`src/logic/cpu_clock_mode_pkg.sv`:
```
/*
 * Shared constants and types for the CPU clock mode selector: strap codes,
 * multiplication factors, watchdog limits and the decoded mode carrier.
 * Assumes a single system clock domain; no registers reachable by software.
 */
package cpu_clock_mode_pkg;

   // ----------------------------------------------------------------------
   // Strap codes
   // ----------------------------------------------------------------------
   localparam logic [2:0] CODE_X4       = 3'h7;
   localparam logic [2:0] CODE_X3       = 3'h6;
   localparam logic [2:0] CODE_X8       = 3'h5;
   localparam logic [2:0] CODE_X5       = 3'h4;
   localparam logic [2:0] CODE_DIRECT   = 3'h3;
   localparam logic [2:0] CODE_X10      = 3'h2;
   localparam logic [2:0] CODE_PRESCALE = 3'h1;
   localparam logic [2:0] CODE_X16      = 3'h0;
   localparam logic [2:0] CODE_DEFAULT  = CODE_X4;

   // ----------------------------------------------------------------------
   // Multiplication factors
   // ----------------------------------------------------------------------
   localparam logic [4:0] FACTOR_X1  = 5'h01;
   localparam logic [4:0] FACTOR_X3  = 5'h03;
   localparam logic [4:0] FACTOR_X4  = 5'h04;
   localparam logic [4:0] FACTOR_X5  = 5'h05;
   localparam logic [4:0] FACTOR_X8  = 5'h08;
   localparam logic [4:0] FACTOR_X10 = 5'h0a;
   localparam logic [4:0] FACTOR_X16 = 5'h10;
   localparam logic [4:0] FACTOR_NONE = 5'h00;

   // ----------------------------------------------------------------------
   // Timing counts
   // ----------------------------------------------------------------------
   localparam logic [4:0] WD_OVERFLOW  = 5'h10;
   // The strap level leaves the synchroniser on the fourth edge after release,
   // so the capture has to wait for the fifth.
   localparam logic [2:0] STRAP_SETTLE = 3'h4;

   // Decoded clock generation mode.
   typedef struct packed {
      logic       pll_clocks_cpu;
      logic       osc_bypass;
      logic       prescale;
      logic [4:0] factor;
   } clk_mode_t;

endpackage

```
`src/logic/pin_sync3.sv`:
```
/*
 * Three-stage synchroniser for pin inputs. The output level changes only
 * once the second and third stages agree. Assumes the input is static or
 * slow compared with the system clock.
 */
`timescale 1ns/1ns
module pin_sync3 #(
   parameter int             WIDTH   = 1,
   parameter logic [WIDTH-1:0] RST_VAL = '0
) (
   // Clock and reset
   input  wire logic             sys_clk_i,
   input  wire logic             rst_n_i,
   // Pin side
   input  wire logic [WIDTH-1:0] pin_i,
   // Synchronised level
   output logic      [WIDTH-1:0] level_o
);

   typedef struct packed {
      logic [WIDTH-1:0] s1;
      logic [WIDTH-1:0] s2;
      logic [WIDTH-1:0] s3;
      logic [WIDTH-1:0] lvl;
   } sync_state_t;

   sync_state_t st_reg;
   sync_state_t st_next;

   // The first stage feeds only the second; the agreement test uses 2 and 3.
   always_comb begin
      st_next     = st_reg;
      st_next.s1  = pin_i;
      st_next.s2  = st_reg.s1;
      st_next.s3  = st_reg.s2;
      if (st_reg.s2 == st_reg.s3) begin
         st_next.lvl = st_reg.s3;
      end
   end

   // State register.
   always_ff @(posedge sys_clk_i or negedge rst_n_i) begin
      if (!rst_n_i) begin
         st_reg <= '{s1: RST_VAL, s2: RST_VAL, s3: RST_VAL, lvl: RST_VAL};
      end else begin
         st_reg <= st_next;
      end
   end

   assign level_o = st_reg.lvl;

endmodule

```
`src/logic/cpu_clock_mode_select.sv`:
```
/*
 * CPU clock mode selector. Latches the clock mode strap after reset, selects
 * PLL, direct drive or 2:1 prescaler as CPU clock source, and runs the
 * oscillator watchdog that fails over to the free-running PLL clock.
 * Assumes the PLL output arrives as a level sampled on sys_clk_i, and the
 * watchdog disable bit comes from a register on the same clock.
 */
`timescale 1ns/1ns
module cpu_clock_mode_select (
   // Clock and reset
   input  wire logic                           sys_clk_i,
   input  wire logic                           rst_n_i,
   // Pins
   input  wire logic [2:0]                     config_port_high_i,
   input  wire logic                           input_clock_pin_i,
   // PLL and configuration
   input  wire logic                           pll_out_i,
   input  wire logic                           osc_watchdog_disable_i,
   // Clock outputs
   output logic                                cpu_clk_o,
   output logic                                cpu_edge_o,
   // Mode and status
   output cpu_clock_mode_pkg::clk_mode_t       mode_o,
   output logic                                mode_valid_o,
   output logic                                pll_enable_o,
   output logic                                failover_o,
   output logic                                owd_irq_o
);

   // ----------------------------------------------------------------------
   // State
   // ----------------------------------------------------------------------
   typedef struct packed {
      logic                          strap_ok;
      logic [2:0]                    code;
      logic [2:0]                    settle;
      logic                          in_prev;
      logic                          pll_prev;
      logic [4:0]                    wd_cnt;
      logic                          failover;
      logic                          irq;
      logic                          div_clk;
      logic                          cpu_clk;
      logic                          cpu_edge;
      cpu_clock_mode_pkg::clk_mode_t mode;
      logic                          pll_en;
   } cms_state_t;

   cms_state_t st_reg;
   cms_state_t st_next;

   logic [2:0] strap_lvl;
   logic       in_lvl;
   logic       in_edge;
   logic       in_rise;
   logic       pll_rise;
   logic       non_pll;
   logic       wd_active;

   // ----------------------------------------------------------------------
   // Pin synchronisers
   // ----------------------------------------------------------------------
   // The strap resets to the default code so an idle port selects x4.
   pin_sync3 #(
      .WIDTH   (3),
      .RST_VAL (cpu_clock_mode_pkg::CODE_DEFAULT)
   ) u_strap_sync (
      .sys_clk_i (sys_clk_i),
      .rst_n_i   (rst_n_i),
      .pin_i     (config_port_high_i),
      .level_o   (strap_lvl)
   );

   pin_sync3 #(
      .WIDTH   (1),
      .RST_VAL (1'b0)
   ) u_clk_sync (
      .sys_clk_i (sys_clk_i),
      .rst_n_i   (rst_n_i),
      .pin_i     (input_clock_pin_i),
      .level_o   (in_lvl)
   );

   // Edge detection on synchronised input and PLL levels.
   assign in_edge  = in_lvl != st_reg.in_prev;
   assign in_rise  = in_lvl && !st_reg.in_prev;
   assign pll_rise = pll_out_i && !st_reg.pll_prev;
   assign non_pll  = !st_reg.mode.pll_clocks_cpu;
   // The watchdog only guards modes that do not clock the CPU from the PLL.
   assign wd_active = st_reg.strap_ok && non_pll && !osc_watchdog_disable_i
                      && !st_reg.failover;

   // ----------------------------------------------------------------------
   // Next state
   // ----------------------------------------------------------------------
   always_comb begin
      st_next          = st_reg;
      st_next.in_prev  = in_lvl;
      st_next.pll_prev = pll_out_i;
      st_next.irq      = 1'b0;

      // Capture the strap once the synchroniser has filled, then freeze it.
      if (!st_reg.strap_ok) begin
         if (st_reg.settle == cpu_clock_mode_pkg::STRAP_SETTLE) begin
            st_next.strap_ok = 1'b1;
            st_next.code     = strap_lvl;
         end else begin
            st_next.settle = st_reg.settle + 3'h1;
         end
      end

      // Decode the held code into the clock generation mode.
      st_next.mode = '{pll_clocks_cpu: 1'b1, osc_bypass: 1'b0, prescale: 1'b0,
                       factor: cpu_clock_mode_pkg::FACTOR_NONE};
      unique case (st_next.code)
         cpu_clock_mode_pkg::CODE_X4:  st_next.mode.factor = cpu_clock_mode_pkg::FACTOR_X4;
         cpu_clock_mode_pkg::CODE_X3:  st_next.mode.factor = cpu_clock_mode_pkg::FACTOR_X3;
         cpu_clock_mode_pkg::CODE_X8:  st_next.mode.factor = cpu_clock_mode_pkg::FACTOR_X8;
         cpu_clock_mode_pkg::CODE_X5:  st_next.mode.factor = cpu_clock_mode_pkg::FACTOR_X5;
         cpu_clock_mode_pkg::CODE_X10: st_next.mode.factor = cpu_clock_mode_pkg::FACTOR_X10;
         cpu_clock_mode_pkg::CODE_X16: st_next.mode.factor = cpu_clock_mode_pkg::FACTOR_X16;
         cpu_clock_mode_pkg::CODE_DIRECT: begin
            st_next.mode.pll_clocks_cpu = 1'b0;
            st_next.mode.osc_bypass     = 1'b1;
            st_next.mode.factor         = cpu_clock_mode_pkg::FACTOR_X1;
         end
         cpu_clock_mode_pkg::CODE_PRESCALE: begin
            st_next.mode.pll_clocks_cpu = 1'b0;
            st_next.mode.prescale       = 1'b1;
         end
      endcase

      // Watchdog: clear while inactive or on any input transition, count PLL cycles otherwise.
      if (!wd_active || in_edge) begin
         st_next.wd_cnt = 5'h00;
      end else if (pll_rise) begin
         st_next.wd_cnt = st_reg.wd_cnt + 5'h01;
         if (st_next.wd_cnt == cpu_clock_mode_pkg::WD_OVERFLOW) begin
            st_next.failover = 1'b1;
            st_next.irq      = 1'b1;
            st_next.wd_cnt   = 5'h00;
         end
      end

      // Divide-by-two: toggling on rising input edges makes each phase one
      // full input period regardless of the input duty cycle.
      if (in_rise) begin
         st_next.div_clk = !st_reg.div_clk;
      end

      // Source select; once failed over only reset brings the input back.
      if (st_reg.failover || st_reg.mode.pll_clocks_cpu) begin
         st_next.cpu_clk = pll_out_i;
      end else if (st_reg.mode.prescale) begin
         st_next.cpu_clk = st_reg.div_clk;
      end else begin
         st_next.cpu_clk = in_lvl;
      end
      // Each edge, rising or falling, opens a new half period.
      st_next.cpu_edge = st_next.cpu_clk != st_reg.cpu_clk;

      // PLL power: on when it clocks the CPU, free-runs for the watchdog,
      // and is switched off only when the watchdog is disabled.
      st_next.pll_en = st_next.mode.pll_clocks_cpu || st_next.failover ||
                       !osc_watchdog_disable_i;
   end

   // ----------------------------------------------------------------------
   // State register
   // ----------------------------------------------------------------------
   always_ff @(posedge sys_clk_i or negedge rst_n_i) begin
      if (!rst_n_i) begin
         st_reg <= '{strap_ok: 1'b0, code: cpu_clock_mode_pkg::CODE_DEFAULT,
                     settle: 3'h0, in_prev: 1'b0, pll_prev: 1'b0, wd_cnt: 5'h00,
                     failover: 1'b0, irq: 1'b0, div_clk: 1'b0, cpu_clk: 1'b0,
                     cpu_edge: 1'b0,
                     mode: '{pll_clocks_cpu: 1'b1, osc_bypass: 1'b0, prescale: 1'b0,
                             factor: cpu_clock_mode_pkg::FACTOR_X4},
                     pll_en: 1'b1};
      end else begin
         st_reg <= st_next;
      end
   end

   // Outputs straight from the state register.
   assign cpu_clk_o    = st_reg.cpu_clk;
   assign cpu_edge_o   = st_reg.cpu_edge;
   assign mode_o       = st_reg.mode;
   assign mode_valid_o = st_reg.strap_ok;
   assign pll_enable_o = st_reg.pll_en;
   assign failover_o   = st_reg.failover;
   assign owd_irq_o    = st_reg.irq;
endmodule

```
`config.mk`:
```
export PLATFORM = sky130hd
export DESIGN_NAME = cpu_clock_mode_select
export DESIGN_NICKNAME = d
export VERILOG_FILES = /design/src/logic/cpu_clock_mode_pkg.sv /design/src/logic/pin_sync3.sv /design/src/logic/cpu_clock_mode_select.sv
export SDC_FILE = /design/constraint.sdc
export NUM_CORES = 1
export LEC_CHECK = 0
export ABC_AREA = 1
export BUFFER_PORTS_ARGS = -buffer_cell sky130_fd_sc_hd__buf_2
export CORE_MARGIN = 2
export CORE_UTILIZATION = 45
export DETAILED_ROUTE_END_ITERATION = 8
export GPL_TIMING_DRIVEN = 0
export SYNTH_ARGS = -nofsm -noshare
export SYNTH_HDL_FRONTEND = slang
export SYNTH_SLANG_ARGS = --single-unit
```
`constraint.sdc`:
```
create_clock -name sys_clk_i -period 1.5 [get_ports sys_clk_i]
set_input_delay 0 -clock sys_clk_i [delete_from_list [all_inputs] [get_ports sys_clk_i]]
set_output_delay 0 -clock sys_clk_i [all_outputs]
set_load 0.02 [all_outputs]
```
==> results by group, run 1 <==
Logic synthesis
  – Post-synthesis sequential area ratio: 61.7%
  – Yosys reg bits: 44
  – Syn nets: 190
  – Synth cell types: 24
  – Mapped cell area: 1820 um2
  – Syn Area/Cell: 10.2 um2
  – Post-synthesis cell count: 178
  – Synth warn: 0

Worst setup path
  – CP startpoint kind: flop
  – R2r setup slk: 100 ps
  – CP startpoint: u_clk_sync.level_o
  – Crit end category: flop
  – RR Endpoint: failover_o
  – R2r worst-path depth: 7
  – CP arrival: 1620 ps
  – Worst path required time: 1720 ps
  – Critical Path Fanout Max: 4
  – Worst R2R Start: u_clk_sync.level_o
  – Kind of critical path: reg2reg

Floorplanning
  – DIE WIDTH: 67.6 um
  – Ports: 22
  – FP Rows: 23
  – Die H: 67.6 um
  – Initial core utilization: 46.2%
  – Core area: 3940 um2
  – Die area: 4570 um2

Placed design
  – Routability Congestion: 0.774
  – Post-placement worst setup slack: 36.8 ps
  – HPWL Detailed: 1.94 mm
  – Buffers added on ports: 21

Final layout
  – Util after Layout: 56.0%
  – Share of layout cells above drive strength 1: 35.8%
  – Filler cells: 335
  – Max FFs per register: 14
  – N_diodes: 0
  – Area Growth Syn to Fin: 21.3%
  – Reg area: 1120 um2
  – Commonest non-fill, non-tap cell in the layout: nand2_1
  – Most frequent cells in the layout: nand2_1 (45), dfrtp_1 (25), buf_2 (22)
  – Nets@finish: 226
  – Multi-input gate area: 609 um2

GRT
  – Initial antenna violation count: 0
  – Largest net degree at the start of global routing: 45
  – Gr usage total: 13.9%
  – First-pass GRT wire length: 4.64 mm
  – Vias in the first global route: 1,076
  – Total gr overflow: 0

CTS
  – CTS tree: done
  – Clock Latency Late Sink: 290 ps
  – Clock buffer depth: 2
  – Maximum level of the CTS H-tree: 2
  – Clk sinks: 44
  – Clk slew on worst S/H paths: 80 ps
  – Total CTS buffers: 5
  – Root buffer selected by CTS: clkbuf_8

Timing
  – Slew @ Worst Pin: 943 ps
  – Final hold violation count: 0
  – Fmax: 715 MHz
  – Max-slew violations: 0
  – Final setup vio count: 0
  – Final Cycle Share: 93.3%
  – Relative slew slack: 37.2%
  – Final worst slack: 100 ps
  – Clock skew: 3.04 ps
  – Tmin final: 1400 ps

Routing
  – Post-route ant nets: 0
  – DRC Markers: 0
  – WL final: 2.80 mm
  – Routed length per instance: 10.6 um
  – 1st-pass router iterations: 4
  – Vias: 1,217
  – Iter 0 DRT Violations: 56
  – Vias per inst: 4.59

Hold path
  – Worst min-delay path startpoint: osc_watchdog_disable_i
  – WHS Endpoint: pll_enable_o
  – Hold-critical path depth: 4
  – HP Class: in2reg

Power
  – Leakage: 1.08 nW
  – PD cells: 1100 nW/um2
  – VDD IR max: 755 uV
  – Total power: 2.43 mW

Outcome
  – Status: finished, final reports clean

Flow run
  – Max_cap viols: 0
-- final cells by class --
type                    count  share of cell area [%]
plain buffers               9                    2.94
clock buffers               6                    3.74
clock inverters             2                   0.453
inverters                  20                    3.40
multi-input cells         105                    27.6
flip-flops and latches     44                    50.9
well taps                  50                    2.83
repair buffers             29                    8.15
-- stage by stage --
step                      instances  instance area, um2  hold slack [ps]  TNS [ps]
after floorplan                 178                1820             -296         0
after global placement          249                1990              106         0
after detailed placement        249                1990              106         0
after CTS                       263                2140             19.6         0
after global routing            265                2210             34.9     -27.6
final                           265                2210             20.7         0
-- worst max-delay path, stage by stage, from the launching register on --
cell and delay (ps):
dfrtp_2 450, ha_4 270, nand2_1 40, inv_1 80, nand3_2 100, nor2_2 150, nand2_1 100, o21bai_1 130
-- layer usage --
layer  vias to the layer above  track usage, %  routed length [um]
li1                        616               -                   -
met1                       580            16.3                1210
met2                        17            22.3                1440
met3                         4            5.00                  95
met4                         0            6.89                  48
met5                         -               0                   0
-- worst max-delay path by stage --
stage | to | slack (ps) | cells past startpoint
after detailed placement | mode_o[3] | 40 | 9
after global routing | st_reg[18] | -30 | 7
after global placement | mode_o[3] | 70 | 9
after CTS | mode_o[3] | 20 | 9
after floorplan | mode_o[3] | 170 | 9
final | failover_o | 100 | 7
-- cell usage after synthesis --
library cell | instances | area (um2)
nand3_1 | 9 | 45.0
nand2_2 | 5 | 31.3
nand2_1 | 45 | 169
a21oi_1 | 2 | 10.0
nor2_1 | 14 | 52.6
o21ai_1 | 3 | 15.0
nor3_1 | 1 | 5.00
xnor2_1 | 3 | 26.3
nor2_2 | 2 | 12.5
xor2_1 | 5 | 43.8
nand4_1 | 6 | 37.5
o21ai_0 | 1 | 5.00
ha_1 | 4 | 50.1
buf_4 | 8 | 60.1
o21ai_4 | 1 | 16.3
nand3_2 | 1 | 10.0
maj3_1 | 1 | 10.0
dfstp_2 | 18 | 473
nand2_4 | 1 | 11.3
inv_2 | 2 | 7.51
buf_2 | 1 | 5.00
o21bai_1 | 1 | 7.51
inv_1 | 18 | 67.6
dfrtp_1 | 26 | 651
-- report_power, final --
group,leakage (nW),switching (mW),internal (mW)
clock network,0.0510,0.382,0.367
registers,0.514,0.0563,1.32
logic,0.516,0.176,0.129
-- cell families after synthesis --
kind of cell,count (synthesis),share of synthesized area [%]
AND/OR/NAND/NOR,84,20.5
AO/OA/AOI/OAI,8,2.95
flip-flops,44,61.7
XOR/XNOR,8,3.85
buffers and inverters,29,7.69
adder cells (fa/ha/maj),5,3.30
-- repair_timing --
| action | in CTS | in global routing |
|---|---|---|
| buffers inserted | 0 | 2 |
| endpoints found under the setup margin | 0 | 13 |
| hold buffers | 6 | 0 |
| resized for setup | 0 | 10 |
| hold endpoints to repair | 31 | 0 |
No activity file was read; power rests on OpenSTA's default activity.
==> inputs of run 2 (changes only) <==
--- a/config.mk
+++ b/config.mk
@@ -6,9 +6,11 @@
 export NUM_CORES = 1
 export LEC_CHECK = 0
 export ABC_AREA = 1
-export BUFFER_PORTS_ARGS = -buffer_cell sky130_fd_sc_hd__buf_2
+export BUFFER_PORTS_ARGS = -buffer_cell sky130_fd_sc_hd__buf_4
+export CAP_MARGIN = 20
 export CORE_MARGIN = 2
 export CORE_UTILIZATION = 45
+export CTS_BUF_LIST = sky130_fd_sc_hd__clkbuf_4 sky130_fd_sc_hd__clkbuf_8 sky130_fd_sc_hd__clkbuf_16
 export DETAILED_ROUTE_END_ITERATION = 8
 export GPL_TIMING_DRIVEN = 0
 export SYNTH_ARGS = -nofsm -noshare
==> run 2 against run 1 <==
Clock power grew 1%. Sequential cell count is the same. Critical path depth grew 1. Worst hold slack gained 32 ps. Via count grew 1.4%. Critical endpoint is now st_reg[15]. Largest power group unchanged.
==> results by group, run 2 (synthesized netlist as in run 1, its figures left out) <==
CTS
  – Root buffer selected by CTS: clkbuf_8
  – Clk sinks: 44
  – Clock buffer depth: 2
  – Clock Latency Late Sink: 290 ps
  – CTS tree: done
  – Maximum level of the CTS H-tree: 2
  – Total CTS buffers: 5
  – Clk slew on worst S/H paths: 80 ps

Routing
  – Routed length per instance: 10.8 um
  – 1st-pass router iterations: 4
  – Iter 0 DRT Violations: 37
  – Vias per inst: 4.64
  – WL final: 2.88 mm
  – Post-route ant nets: 0
  – Vias: 1,234
  – DRC Markers: 0

Floorplanning
  – Die area: 4570 um2
  – Die H: 67.6 um
  – Initial core utilization: 46.2%
  – DIE WIDTH: 67.6 um
  – Ports: 22
  – Core area: 3940 um2
  – FP Rows: 23

Power
  – VDD IR max: 783 uV
  – Leakage: 1.09 nW
  – Logic pwr share: 13.8%
  – Psw: 0.631 mW
  – Register share of total power: 55.5%
  – P_int: 1.85 mW
  – Switching share of power: 25.5%
  – PD cells: 1080 nW/um2
  – Total power: 2.48 mW
  – Clk pwr share: 30.7%

Worst setup path
  – Worst path required time: 1730 ps
  – Worst R2R Start: u_clk_sync.level_o
  – CP Cell Sequence: ha_4 > nand2_1 > inv_2 > nand3_4 > nor2_4 > buf_4 > nand2_1 > nand2_1
  – Kind of critical path: reg2reg
  – RR Endpoint: st_reg[15]
  – Critical Path Fanout Max: 3
  – R2r setup slk: 140 ps
  – CP arrival: 1600 ps
  – R2r worst-path depth: 8
  – CP startpoint kind: flop
  – Worst path slowest cell: dfrtp_2
  – Top cell by count, worst path: nand2_1
  – CP max stage delay: 440 ps
  – Crit end category: flop

Timing
  – Final hold violation count: 0
  – Slew @ Worst Pin: 526 ps
  – Tmin final: 1360 ps
  – Relative slew slack: 65.0%
  – Fmax: 734 MHz
  – Final setup vio count: 0
  – Clock skew: 6.58 ps
  – Final Cycle Share: 90.9%
  – Max-slew violations: 0

Placed design
  – HPWL Detailed: 1.94 mm
  – Routability Congestion: 0.835
  – Buffers added on ports: 21

Hold path
  – HP Class: in2reg
  – WHS Endpoint: pll_enable_o
  – Hold-critical path depth: 4
  – Worst min-delay path startpoint: osc_watchdog_disable_i

Final layout
  – Share of layout cells above drive strength 1: 37.0%
  – Area Growth Syn to Fin: 26.0%
  – Commonest non-fill, non-tap cell in the layout: nand2_1
  – Nets@finish: 227
  – Util after Layout: 58.2%
  – Most frequent cells in the layout: nand2_1 (44), buf_4 (32), dfrtp_1 (25)
  – Max FFs per register: 14
  – N_diodes: 0

Outcome
  – Status: finished, final reports clean

GRT
  – First-pass GRT wire length: 5.08 mm
  – Gr usage total: 15.0%
  – Vias in the first global route: 1,169
  – Total gr overflow: 0
  – Initial antenna violation count: 0
  – Largest net degree at the start of global routing: 45

Flow run
  – Max_cap viols: 0
-- run 2: cell types whose count changed in the layout (fill, tap and decap cells not counted) --
cell / previous run / this run
nor2_2: 3 / 1
inv_2: 2 / 3
clkinvlp_4: 0 / 2
nand3_4: 1 / 2
nor2_4: 1 / 3
inv_1: 18 / 17
buf_2: 22 / 1
buf_4: 10 / 32
nand3_2: 1 / 0
clkinv_2: 2 / 0
nand2_1: 45 / 44
nand2_2: 5 / 6
-- run 2: area by class of cell --
cell class / count / area, um2
buffer: 9 / 65.1
fill: 347 / 1650
multi-input combinational: 105 / 629
sequential: 44 / 1120
clock buffer: 6 / 82.6
tap: 50 / 62.6
timing repair buffer: 30 / 240
clock inverter: 2 / 15.0
inverter: 20 / 75.1
-- run 2: timing repair --
item / 4_1_cts / 5_1_grt
hold buffers: 6 / 0
setup endpoints to repair: 0 / 12
endpoints found under the hold margin: 31 / 0
setup buffers: 0 / 3
resized for setup: 0 / 15
-- run 2: worst max path at each step --
stage / to / startpoint / depth (start not counted)
final: st_reg[15] / u_clk_sync.level_o / 8
after global placement: mode_o[3] / st_reg[21] / 9
after floorplan: mode_o[3] / st_reg[21] / 9
after global routing: st_reg[18] / u_clk_sync.level_o / 7
after CTS: mode_o[3] / st_reg[21] / 9
after detailed placement: mode_o[3] / st_reg[21] / 9
-- run 2: layer usage --
layer | global-route usage (%) | wire length, um | vias to the layer above | part of all wire (%)
met3 | 5.00 | 120 | 2 | 4.2
met4 | 4.59 | 21 | 0 | 0.73
met1 | 18.8 | 1270 | 584 | 44
met2 | 24.4 | 1460 | 24 | 51
met5 | 0 | 0 | - | 0
li1 | - | - | 624 | -
-- run 2: power groups by stage --
stage	clock network [mW]	registers (mW)	logic, mW
after floorplan	0	1.40	0.189
after global placement	0	1.39	0.303
after detailed placement	0	1.40	0.311
after CTS	0.795	1.38	0.324
after global routing	0.848	1.39	0.389
final	0.761	1.38	0.342
-- run 2: stage by stage --
step	setup WS (ps)	hold slack, ps	cells	TNS (ps)	area [um2]
4_1_cts	33.1	7.43	263	0	2200
6_report	137	53.2	266	0	2290
3_5_place_dp	51.3	19.2	249	0	2040
2_1_floorplan	173	-296	178	0	1820
5_1_grt	-5.79	67.6	266	-5.79	2290
3_3_place_gp	72.2	13.1	249	0	2040
-- run 2: worst max-delay path: cells and delay by family (launching register included) --
family | cells | cell delay, ps
DFF | 1 | 440
and+or+nand+nor | 5 | 400
adders and majority gates | 1 | 270
buffers and inverters | 2 | 200
